--- src/pkg/clk_sys_consts.vh ---
// register offsets, source and power-mode codes, reset values and timing counts
`ifndef CLK_SYS_CONSTS_VH
`define CLK_SYS_CONSTS_VH
`define OFS_CLK_SEL      12'h000
`define OFS_LOOP_CTRL    12'h004
`define OFS_TARGET       12'h008
`define OFS_TAP_STATUS   12'h00c
`define OFS_FAULT_FLAG   12'h010
`define OFS_REQ_EN       12'h014
`define OFS_INT_STATUS   12'h018
`define OFS_INT_CLEAR    12'h01c
`define OFS_INT_ENABLE   12'h020
`define OFS_BYPASS       12'h024
`define SRC_LF           3'h0
`define SRC_HF           3'h1
`define SRC_OSC          3'h2
`define SRC_REF          3'h3
`define CAPTURE_PERIODS  2
`define APPLY_PERIODS    1
`define SETTLE_PERIODS   1024
`define RST_CLK_SEL      12'h222
`define RST_TARGET       16'h0100
`define RST_REQ_EN       3'h7
`define TAP_MAX          5'h1f
`define MOD_MAX          5'h1f
`define PM_ACTIVE        2'h0
`define PM_LIGHT         2'h1
`define PM_DEEP          2'h2
`define PM_DEEPEST       2'h3
`endif

--- src/hdl/glitch_free_mux.v ---
// glitch-free clock multiplexer over four sources
`timescale 1ns/100ps
`default_nettype none
module glitch_free_mux
(
  input  wire       sys_clk_i,
  input  wire       resetn_i,
  input  wire [3:0] src_i,
  input  wire [2:0] sel_i,
  output reg        clk_o
);
  reg  [3:0] en_r;
  reg  [3:0] want_r;
  wire       any_en;
  integer    k;
  assign any_en = |en_r;
  always @(posedge sys_clk_i or negedge resetn_i)
  begin
    if (!resetn_i)
    begin
      en_r   <= 4'h0;
      want_r <= 4'h0;
      clk_o  <= 1'b0;
    end
    else
    begin
      for (k = 0; k < 4; k = k + 1)
        want_r[k] <= (sel_i[1:0] == k[1:0]);
      // drop old source only while its level is low, then start new
      for (k = 0; k < 4; k = k + 1)
      begin
        if (en_r[k] && !want_r[k] && !src_i[k])
          en_r[k] <= 1'b0;
        else if (!any_en && want_r[k] && !src_i[k])
          en_r[k] <= 1'b1;
      end
      clk_o <= |(en_r & src_i);
    end
  end
endmodule
`default_nettype wire

--- src/hdl/fll_dco_clock_system.v ---
// clock system: loop-steered oscillator, clock selectors, faults, apb
//
// Overview of operation
// - compare oscillator over two reference rising edges
// - two periods capture, one period to apply
// - loop off in light or deeper sleep cases
// - loop tracks target via tap and modulation
// - modulation dithers between tap and tap plus one
// - modulation rolls over, never tap up mod down
// - loop locks within 32x32 reference periods
// - selector writes route source, no false faults
// - set crystal fault raises fault interrupt if enabled
// - idle async serial unit drops request in deep sleep
// - deepest sleep forces low current; bypass bit clearable
// - request enable bits mask peripheral clock requests
//
// The APB slave port and the placing of the registers were decided locally.
`timescale 1ns/100ps
`default_nettype none
`include "clk_sys_consts.vh"
module fll_dco_clock_system
(
  input  wire        sys_clk_i,
  input  wire        resetn_i,
  input  wire        psel,
  input  wire        penable,
  input  wire        pwrite,
  input  wire [11:0] paddr,
  input  wire [31:0] pwdata,
  output reg  [31:0] prdata,
  output reg         pready,
  output reg         pslverr,
  input  wire        ref_clk_i,
  input  wire        osc_clk_i,
  input  wire        lf_clk_i,
  input  wire        hf_clk_i,
  input  wire        lf_fault_i,
  input  wire        hf_fault_i,
  input  wire        osc_fault_i,
  input  wire [1:0]  power_mode_i,
  input  wire        loop_off_status_bit_i,
  input  wire        irq_entry_i,
  input  wire [2:0]  periph_req_i,
  input  wire        serial_async_i,
  input  wire        serial_idle_i,
  output reg         main_clk_o,
  output reg         submain_clk_o,
  output reg         aux_clk_o,
  output reg  [4:0]  osc_coarse_tap_o,
  output reg  [4:0]  osc_modulation_o,
  output reg         osc_fault_nmi_o,
  output reg         low_current_o,
  output reg         lf_osc_bypass_o,
  output reg  [2:0]  clk_active_o,
  output reg         irq_o
);
  localparam ST_IDLE    = 4'b0001;
  localparam ST_CAPTURE = 4'b0010;
  localparam ST_APPLY   = 4'b0100;
  localparam ST_WAIT    = 4'b1000;

  reg  [11:0] clock_select_reg_r;
  reg         loop_en_r;
  reg  [15:0] target_r;
  reg  [2:0]  fault_flag_reg_r;
  reg  [2:0]  request_enable_reg_r;
  reg  [3:0]  int_status_r;
  reg  [3:0]  int_enable_r;
  reg         nmi_en_r;
  reg  [3:0]  state_r;
  reg  [15:0] osc_cnt_r;
  reg  [1:0]  ref_periods_r;
  reg  [10:0] settle_cnt_r;
  reg         locked_r;
  reg         sel_write_r;
  reg  [2:0]  ref_sync_r;
  reg  [2:0]  osc_sync_r;
  reg  [2:0]  lf_sync_r;
  reg  [2:0]  hf_sync_r;
  reg  [2:0]  fault_sync0_r;
  reg  [2:0]  fault_sync1_r;
  reg  [2:0]  fault_sync2_r;
  reg  [1:0]  pm_sync0_r;
  reg  [1:0]  pm_sync1_r;
  reg  [1:0]  pm_sync2_r;
  reg         ref_lvl_r;
  reg         osc_lvl_r;
  reg         ref_prev_r;
  reg         osc_prev_r;
  reg  [1:0]  pm_r;
  reg  [2:0]  fault_lvl_r;
  wire        ref_rise;
  wire        osc_rise;
  wire        loop_run;
  wire        osc_feeds_aux_sub;
  wire        wr;
  wire        rd;
  wire [3:0]  src_vec;
  wire        main_mux;
  wire        sub_mux;
  wire        aux_mux;
  wire [2:0]  req_masked;
  wire [2:0]  fault_new;
  wire        lock_evt;
  wire        sel_evt;
  reg  [4:0]  tap_nxt;
  reg  [4:0]  mod_nxt;
  reg  [31:0] rdata_nxt;

  function is_osc;
    input [2:0] sel;
    begin
      is_osc = (sel == `SRC_OSC);
    end
  endfunction

  // three-stage synchronisers; second and third must agree, except for the lf and hf clocks
  always @(posedge sys_clk_i or negedge resetn_i)
  begin
    if (!resetn_i)
    begin
      ref_sync_r    <= 3'h0;
      osc_sync_r    <= 3'h0;
      lf_sync_r     <= 3'h0;
      hf_sync_r     <= 3'h0;
      fault_sync0_r <= 3'h0;
      fault_sync1_r <= 3'h0;
      fault_sync2_r <= 3'h0;
      pm_sync0_r    <= 2'h0;
      pm_sync1_r    <= 2'h0;
      pm_sync2_r    <= 2'h0;
      ref_lvl_r     <= 1'b0;
      osc_lvl_r     <= 1'b0;
      ref_prev_r    <= 1'b0;
      osc_prev_r    <= 1'b0;
      pm_r          <= 2'h0;
      fault_lvl_r   <= 3'h0;
    end
    else
    begin
      ref_sync_r    <= {ref_sync_r[1:0], ref_clk_i};
      osc_sync_r    <= {osc_sync_r[1:0], osc_clk_i};
      lf_sync_r     <= {lf_sync_r[1:0], lf_clk_i};
      hf_sync_r     <= {hf_sync_r[1:0], hf_clk_i};
      fault_sync0_r <= {osc_fault_i, hf_fault_i, lf_fault_i};
      fault_sync1_r <= fault_sync0_r;
      fault_sync2_r <= fault_sync1_r;
      pm_sync0_r    <= power_mode_i;
      pm_sync1_r    <= pm_sync0_r;
      pm_sync2_r    <= pm_sync1_r;
      if (ref_sync_r[1] == ref_sync_r[2])
        ref_lvl_r <= ref_sync_r[2];
      if (osc_sync_r[1] == osc_sync_r[2])
        osc_lvl_r <= osc_sync_r[2];
      if (pm_sync1_r == pm_sync2_r)
        pm_r <= pm_sync2_r;
      fault_lvl_r <= (fault_sync1_r & fault_sync2_r) |
                     (fault_lvl_r & (fault_sync1_r | fault_sync2_r));
      ref_prev_r <= ref_lvl_r;
      osc_prev_r <= osc_lvl_r;
    end
  end

  assign ref_rise = ref_lvl_r & ~ref_prev_r;
  assign osc_rise = osc_lvl_r & ~osc_prev_r;

  assign osc_feeds_aux_sub = is_osc(clock_select_reg_r[2:0]) |
                             is_osc(clock_select_reg_r[6:4]);
  // loop gating by power mode; interrupt entry re-enables
  assign loop_run = loop_en_r & (irq_entry_i | ~(
                    (pm_r == `PM_LIGHT && !osc_feeds_aux_sub) ||
                    (pm_r >= `PM_DEEP && loop_off_status_bit_i)));

  // tap and modulation correction, modulation wraps into tap
  always @*
  begin
    tap_nxt = osc_coarse_tap_o;
    mod_nxt = osc_modulation_o;
    if (osc_cnt_r < target_r)
    begin
      if (osc_modulation_o == `MOD_MAX)
      begin
        if (osc_coarse_tap_o != `TAP_MAX)
        begin
          tap_nxt = osc_coarse_tap_o + 5'h01;
          mod_nxt = 5'h00;
        end
      end
      else
        mod_nxt = osc_modulation_o + 5'h01;
    end
    else if (osc_cnt_r > target_r)
    begin
      if (osc_modulation_o == 5'h00)
      begin
        if (osc_coarse_tap_o != 5'h00)
        begin
          tap_nxt = osc_coarse_tap_o - 5'h01;
          mod_nxt = `MOD_MAX;
        end
      end
      else
        mod_nxt = osc_modulation_o - 5'h01;
    end
  end

  // capture over two reference periods, then apply in one
  always @(posedge sys_clk_i or negedge resetn_i)
  begin
    if (!resetn_i)
    begin
      state_r          <= ST_IDLE;
      osc_cnt_r        <= 16'h0000;
      ref_periods_r    <= 2'h0;
      osc_coarse_tap_o <= 5'h10;
      osc_modulation_o <= 5'h00;
      settle_cnt_r     <= 11'h000;
      locked_r         <= 1'b0;
    end
    else if (!loop_run)
    begin
      // abort partial measurement: no drift from short enables
      state_r       <= ST_IDLE;
      osc_cnt_r     <= 16'h0000;
      ref_periods_r <= 2'h0;
      settle_cnt_r  <= 11'h000;
      locked_r      <= 1'b0;
    end
    else
    begin
      if (ref_rise && settle_cnt_r != `SETTLE_PERIODS)
        settle_cnt_r <= settle_cnt_r + 11'h001;
      if (ref_rise && settle_cnt_r == `SETTLE_PERIODS - 1)
        locked_r <= 1'b1;
      case (state_r)
        ST_IDLE:
        begin
          if (ref_rise)
          begin
            state_r       <= ST_CAPTURE;
            osc_cnt_r     <= 16'h0000;
            ref_periods_r <= 2'h0;
          end
        end
        ST_CAPTURE:
        begin
          if (osc_rise && osc_cnt_r != 16'hffff)
            osc_cnt_r <= osc_cnt_r + 16'h0001;
          if (ref_rise)
          begin
            ref_periods_r <= ref_periods_r + 2'h1;
            if (ref_periods_r == `CAPTURE_PERIODS - 1)
              state_r <= ST_APPLY;
          end
        end
        ST_APPLY:
        begin
          osc_coarse_tap_o <= tap_nxt;
          osc_modulation_o <= mod_nxt;
          state_r          <= ST_WAIT;
          ref_periods_r    <= 2'h0;
        end
        ST_WAIT:
        begin
          if (ref_rise)
          begin
            ref_periods_r <= ref_periods_r + 2'h1;
            if (ref_periods_r == `APPLY_PERIODS - 1)
            begin
              state_r   <= ST_CAPTURE;
              osc_cnt_r <= 16'h0000;
              ref_periods_r <= 2'h0;
            end
          end
        end
        default:
          state_r <= ST_IDLE;
      endcase
    end
  end

  assign src_vec = {ref_lvl_r, osc_lvl_r, hf_sync_r[2], lf_sync_r[2]};

  glitch_free_mux u_main_mux
  (
    .sys_clk_i (sys_clk_i),
    .resetn_i  (resetn_i),
    .src_i     (src_vec),
    .sel_i     (clock_select_reg_r[10:8]),
    .clk_o     (main_mux)
  );

  glitch_free_mux u_sub_mux
  (
    .sys_clk_i (sys_clk_i),
    .resetn_i  (resetn_i),
    .src_i     (src_vec),
    .sel_i     (clock_select_reg_r[6:4]),
    .clk_o     (sub_mux)
  );

  glitch_free_mux u_aux_mux
  (
    .sys_clk_i (sys_clk_i),
    .resetn_i  (resetn_i),
    .src_i     (src_vec),
    .sel_i     (clock_select_reg_r[2:0]),
    .clk_o     (aux_mux)
  );

  // request gating: serial async idle drops submain request in deep sleep
  assign req_masked = periph_req_i & request_enable_reg_r &
                      ~{1'b0, (serial_async_i & serial_idle_i &
                               pm_r >= `PM_DEEP), 1'b0};

  // faults count only for crystals actually selected; no false flag
  assign fault_new = fault_lvl_r & {1'b1,
    (clock_select_reg_r[10:8] == `SRC_HF) |
    (clock_select_reg_r[6:4] == `SRC_HF) |
    (clock_select_reg_r[2:0] == `SRC_HF),
    (clock_select_reg_r[10:8] == `SRC_LF) |
    (clock_select_reg_r[6:4] == `SRC_LF) |
    (clock_select_reg_r[2:0] == `SRC_LF)};

  assign lock_evt = ref_rise & loop_run &
                    (settle_cnt_r == `SETTLE_PERIODS - 1);
  assign sel_evt  = sel_write_r;

  assign wr = psel & penable & pwrite;
  assign rd = psel & ~pwrite;

  always @*
  begin
    rdata_nxt = 32'h00000000;
    case (paddr)
      `OFS_CLK_SEL:    rdata_nxt[11:0] = clock_select_reg_r;
      `OFS_LOOP_CTRL:  rdata_nxt[1:0]  = {locked_r, loop_en_r};
      `OFS_TARGET:     rdata_nxt[15:0] = target_r;
      `OFS_TAP_STATUS: rdata_nxt[12:0] = {loop_run, 2'h0, osc_modulation_o,
                                         osc_coarse_tap_o};
      `OFS_FAULT_FLAG: rdata_nxt[3:0]  = {nmi_en_r, fault_flag_reg_r};
      `OFS_REQ_EN:     rdata_nxt[2:0]  = request_enable_reg_r;
      `OFS_INT_STATUS: rdata_nxt[3:0]  = int_status_r;
      `OFS_INT_ENABLE: rdata_nxt[3:0]  = int_enable_r;
      `OFS_BYPASS:     rdata_nxt[0]    = lf_osc_bypass_o;
      default:         rdata_nxt = 32'h00000000;
    endcase
  end

  always @(posedge sys_clk_i or negedge resetn_i)
  begin
    if (!resetn_i)
    begin
      clock_select_reg_r   <= `RST_CLK_SEL;
      loop_en_r            <= 1'b1;
      target_r             <= `RST_TARGET;
      fault_flag_reg_r     <= 3'h0;
      request_enable_reg_r <= `RST_REQ_EN;
      int_status_r         <= 4'h0;
      int_enable_r         <= 4'h0;
      nmi_en_r             <= 1'b0;
      sel_write_r          <= 1'b0;
      lf_osc_bypass_o      <= 1'b0;
      prdata               <= 32'h00000000;
      pready               <= 1'b0;
      pslverr              <= 1'b0;
    end
    else
    begin
      pready      <= psel & ~penable;
      pslverr     <= 1'b0;
      sel_write_r <= 1'b0;
      if (psel && !penable)
      begin
        prdata  <= rd ? rdata_nxt : 32'h00000000;
        pslverr <= (paddr > `OFS_BYPASS) | (paddr[1:0] != 2'h0) |
                   (rd && paddr == `OFS_INT_CLEAR);
      end
      if (wr && pready)
      begin
        case (paddr)
          `OFS_CLK_SEL:
          begin
            clock_select_reg_r <= pwdata[11:0];
            sel_write_r        <= 1'b1;
          end
          `OFS_LOOP_CTRL:  loop_en_r            <= pwdata[0];
          `OFS_TARGET:     target_r             <= pwdata[15:0];
          `OFS_REQ_EN:     request_enable_reg_r <= pwdata[2:0];
          `OFS_INT_ENABLE: int_enable_r         <= pwdata[3:0];
          `OFS_BYPASS:     lf_osc_bypass_o      <= pwdata[0];
          `OFS_FAULT_FLAG: nmi_en_r             <= pwdata[3];
          default:         nmi_en_r             <= nmi_en_r;
        endcase
      end
      // set wins over software clear
      fault_flag_reg_r <= (fault_flag_reg_r &
        ~((wr && pready && paddr == `OFS_FAULT_FLAG) ?
          ~pwdata[2:0] : 3'h0)) | fault_new;
      int_status_r <= (int_status_r &
        ~((wr && pready && paddr == `OFS_INT_CLEAR) ?
          pwdata[3:0] : 4'h0)) |
        {sel_evt, lock_evt, |fault_new, 1'b0};
    end
  end

  always @(posedge sys_clk_i or negedge resetn_i)
  begin
    if (!resetn_i)
    begin
      main_clk_o      <= 1'b0;
      submain_clk_o   <= 1'b0;
      aux_clk_o       <= 1'b0;
      osc_fault_nmi_o <= 1'b0;
      low_current_o   <= 1'b0;
      clk_active_o    <= 3'h0;
      irq_o           <= 1'b0;
    end
    else
    begin
      main_clk_o      <= main_mux;
      submain_clk_o   <= sub_mux;
      aux_clk_o       <= aux_mux;
      osc_fault_nmi_o <= nmi_en_r & (|fault_flag_reg_r);
      low_current_o   <= (pm_r == `PM_DEEPEST);
      clk_active_o    <= (pm_r == `PM_ACTIVE) ? 3'h7 : req_masked;
      irq_o           <= |(int_status_r & int_enable_r);
    end
  end
endmodule
`default_nettype wire

--- config.mk ---
export PLATFORM = sky130hd
export DESIGN_NAME = fll_dco_clock_system
export DESIGN_NICKNAME = d
export VERILOG_FILES = /design/src/hdl/glitch_free_mux.v /design/src/hdl/fll_dco_clock_system.v
export VERILOG_INCLUDE_DIRS = /design/src /design/src/pkg
export SDC_FILE = /design/constraint.sdc
export NUM_CORES = 1
export LEC_CHECK = 0
export ABC_AREA = 1
export BUFFER_PORTS_ARGS = -buffer_cell sky130_fd_sc_hd__buf_2
export CAP_MARGIN = 20
export CORE_UTILIZATION = 52
export DETAILED_ROUTE_END_ITERATION = 7
export GPL_TIMING_DRIVEN = 0
export PLACE_DENSITY = 0.76
export RECOVER_POWER = 100
export SYNTH_ARGS = -nofsm -noshare
export SYNTH_HDL_FRONTEND = slang
export SYNTH_SLANG_ARGS = --single-unit
--- constraint.sdc ---
create_clock -name sys_clk_i -period 2.39 [get_ports sys_clk_i]
set_clock_uncertainty 0.15 [all_clocks]
set_input_delay 0.478 -clock sys_clk_i [delete_from_list [all_inputs] [get_ports sys_clk_i]]
set_output_delay 0.478 -clock sys_clk_i [all_outputs]
set_load 0.01 [all_outputs]
==> metrics.md <==
| Metric | Value |
|---|---|
| Clock Latency Late Sink | `roughly 0.43 ns` |
| Ys async rst share | `100.0%` |
| Final hold violations | `0` |
| Final period util | `103.1%` |
| Final Net Count | `approximately 1300` |
| Overflow after GRT | `0` |
| Dominant cells by area after synthesis | `dfrtp_1, nand2_1, inv_1, nand3_1, ha_1` |
| First-pass DRT Iterations | `7` |
| EDFF count, synth | `0` |
| Setup crit end kind | `register` |
| Clock power share | `between 40% and 50%` |
| Critical path required time | `between 2 and 3 ns` |
| CP max FO | `5` |
| Setup WS post-layout | `-0.07416 ns` |
| Routed vias/inst | `roughly 5.4` |
| GRT Resource Usage Total | `between 20% and 30%` |
| Routed Antenna Nets | `0` |
| Cell Area, Synth | `between 0.008 and 0.009 mm^2` |
| Final setup violation count | `15` |
| Setup TNS Final | `-0.4308 ns` |
| Logic pwr share | `~5.0%` |
| Longest Clk Path Bufs | `2` |
| Slew Viols, Final | `0` |
| Die width | `roughly 130 um` |
| Sw Ratio | `a little over a quarter` |
| Sequential share of the synthesized area | `50.38%` |
| Routed wire length | `roughly 22000 um` |
| Core Util, Final | `between 60% and 70%` |
| Final Critical Period | `roughly 2.5 ns` |
| DRC Markers | `0` |
| Detail Route met3 WL | `roughly 1200 um` |
| Htree depth | `4` |
| Core area | `approximately 0.017 mm^2` |
| TritonCTS clock tree | `yes` |
| Fin Hold WS | `around 0.020 ns` |
| DRT iter0 DRCs | `roughly 660` |
| RSZ-0062 raised after global routing | `yes` |
| Site Rows | `47` |
| Failing checks | `setup timing` |
| Yosys cell types | `52` |
| Relative slew slack | `31.61%` |
| Non-Filler Instances | `between 1000 and 1500` |
| Hold crit path type | `primary input to register` |
| Psw | `~0.0017 W` |
| # IOs | `119` |
| Kind of critical path | `register to register` |
| Wire length on met1 | `a little under 10000 um` |
| Vias | `7858` |
| DP HPWL | `approximately 15000 um` |
| Fillers | `between 1000 and 1500` |
| Yosys warnings | `0` |
| Maximum VDD drop | `roughly 0.51 mV` |
| Clock transition at path regs | `around 0.08 ns` |
| Fraction of layout cells with a size suffix above 1 | `approximately a fifth` |
| Fmax | `approximately 0.41 GHz` |
| IO buf count | `86` |
| Top routing layer in use | `met4` |
| Max cap viols | `0` |
| Mapped Cells | `1056` |
| Metal2 WL | `between 10000 and 15000 um` |
| Worst slew pin tran | `a little over 1 ns` |
| Placed Cells incl. Taps | `about 1400` |
| Status | `complete, but fails checks` |
| Synth top area share | `between 40% and 50%` |
| Crit start category | `register` |
| Most frequent cells after synthesis | `nand2_1, dfrtp_1, inv_1` |
| Routed wire per std cell | `around 15 um` |
| Vias in the first global route | `roughly 7400` |
| N_diodes | `0` |
| Arrival @ worst endpoint | `2.64 ns` |
| Top FF cell, synth | `dfrtp_1` |
| Starting Density | `a little over half` |
| Leak | `5.246 nW` |
| Initial antenna violation count | `0` |
| Pwr dens | `between 500 and 600 mW/mm^2` |
| P_int | `between 0.004 and 0.005 W` |
| FF+latch count, synth | `between 150 and 200` |
| Avg Cell Area, Syn | `8.489 um^2` |
| Die area | `about 0.018 mm^2` |
| Count leader, synth | `nand2_1` |
| TritonCTS buffer count | `17` |
| First-pass GRT wire length | `36430 um` |
| Seq pwr share | `roughly half` |
| Routability cong. | `0.9348` |
| Leading area contributor after synthesis | `dfrtp_1` |
| Dpl ws | `-0.2959 ns` |
| Clk sinks | `180` |
| Area Growth Syn to Fin | `21.98%` |
| Die H | `about 130 um` |
| Root Driver | `clkbuf_16` |
| Largest net degree at the start of global routing | `120` |
## cells by family (layout without fill, tap and decap cells)
logic type                 after synthesis  count (layout)  share of synthesized area (%)
and+or+nand+nor                        490             490                          23.87
DFF                                    180             180                          50.38
buffers and inverters                  173             338                          8.290
AOI/OAI and AO/OA                      155             155                          10.34
adders and majority gates               34              34                          4.690
xor gates and xnor gates                18              18                          1.759
muxes                                    5               5                         0.6280
other                                    1              16                        0.04183
## final cells by class
class | instances | area [um^2] | share of cell area, %
clock buffers | 17 | 425.4 | 3.890
repair buffers | 133 | 775.7 | 7.094
well taps | 220 | 275.3 | 2.517
plain buffers | 31 | 214.0 | 1.957
clock inverters | 15 | 214.0 | 1.957
inverters | 142 | 534.3 | 4.886
flip-flops and latches | 180 | 4533 | 41.45
multi-input cells | 718 | 3964 | 36.25
## critical path, cell delays in order, from the launching register on
cell and delay (ns):
dfrtp_2 0.46, ha_4 0.28, nand4_1 0.21, nor2_2 0.22, nand2_4 0.08, nand2_4 0.08
buf_8 0.13, ha_2 0.32, nand2_1 0.09, nand3_1 0.09, xor2_1 0.15, nand2_1 0.06
nand2_1 0.04
## layout by cell type, fill, tap and decap left out, types with 7 or more instances in the layout
cell type | netlist | routed
nand2_1 | 251 | 244
dfrtp_1 | 170 | 157
inv_1 | 133 | 126
nor2_1 | 82 | 83
nand3_1 | 79 | 77
o21ai_0 | 59 | 66
buf_4 | 16 | 53
buf_2 | 8 | 49
clkbuf_1 | 4 | 43
a21oi_1 | 34 | 31
nand4_1 | 21 | 21
nor3_1 | 21 | 20
nand2_2 | 13 | 18
o22ai_1 | 17 | 17
ha_1 | 28 | 17
clkbuf_16 | 0 | 17
conb_1 | 1 | 16
xor2_1 | 16 | 15
inv_2 | 7 | 14
dfrtp_2 | 0 | 13
ha_4 | 0 | 9
dlygate4sd3_1 | 0 | 9
dfstp_2 | 10 | 7
## through the flow
step | total power (W) | area, um^2
finish | 0.006387 | 10940
CTS | 0.006450 | 10710
detailed placement | 0.003529 | 9807
global placement | 0.003517 | 9769
global route | 0.006597 | 10940
floorplan | 0.003349 | 9064
## flip-flops by register name (all words and copies together), names as in the netlist, 4 cells and up
signal / cells
osc_coarse_tap_o: 5
u_aux_mux.en_r: 4
u_main_mux.want_r: 4
osc_cnt_r: 16
target_r: 16
int_status_r: 4
u_main_mux.en_r: 4
u_sub_mux.want_r: 4
state_r: 4
u_sub_mux.en_r: 4
clock_select_reg_r: 12
u_aux_mux.want_r: 4
settle_cnt_r: 11
osc_modulation_o: 5
prdata: 16
int_enable_r: 4
## path summary, 6_finish.rpt
kind,from,end,slack (ns),depth (start not counted)
min,ref_clk_i,ref_sync_r[0]$_DFF_PN0_,0.02,1
max reg2reg,osc_cnt_r[14]$_DFFE_PN0P_,osc_coarse_tap_o[3]$_DFFE_PN0P_,-0.07,12
min in group asynchronous,resetn_i,settle_cnt_r[3]$_DFFE_PN0P_,0.42,2
max,osc_cnt_r[14]$_DFFE_PN0P_,osc_coarse_tap_o[3]$_DFFE_PN0P_,-0.07,12
max in group asynchronous,resetn_i,osc_cnt_r[4]$_DFFE_PN0P_,0.26,3
min reg2reg,lf_sync_r[1]$_DFF_PN0_,lf_sync_r[2]$_DFF_PN0_,0.20,0
## metal layers
layer	vias up	GRT usage, %
met2	326	42.51
met1	3737	35.26
met3	44	3.919
li1	3751	-
met5	-	0
met4	0	9.912
## power groups by stage
stage	logic (W)	registers [W]	clock network, W
final	0.000316	0.00315	0.00292
after global placement	0.000306	0.00321	0
after detailed placement	0.000318	0.00321	0
after CTS	0.000331	0.00315	0.00297
after floorplan	0.000134	0.00322	0
after global routing	0.000360	0.00316	0.00308
## timing repair
item / in CTS / in global routing
hold endpoints to repair: 68 / 0
pin swaps: 4 / 13
hold buffers: 9 / 0
endpoints found under the setup margin: 4 / 22
buffers inserted: 13 / 25
gates cloned: 0 / 0
resized for setup: 20 / 34
No activity file was read; power rests on OpenSTA's default activity.
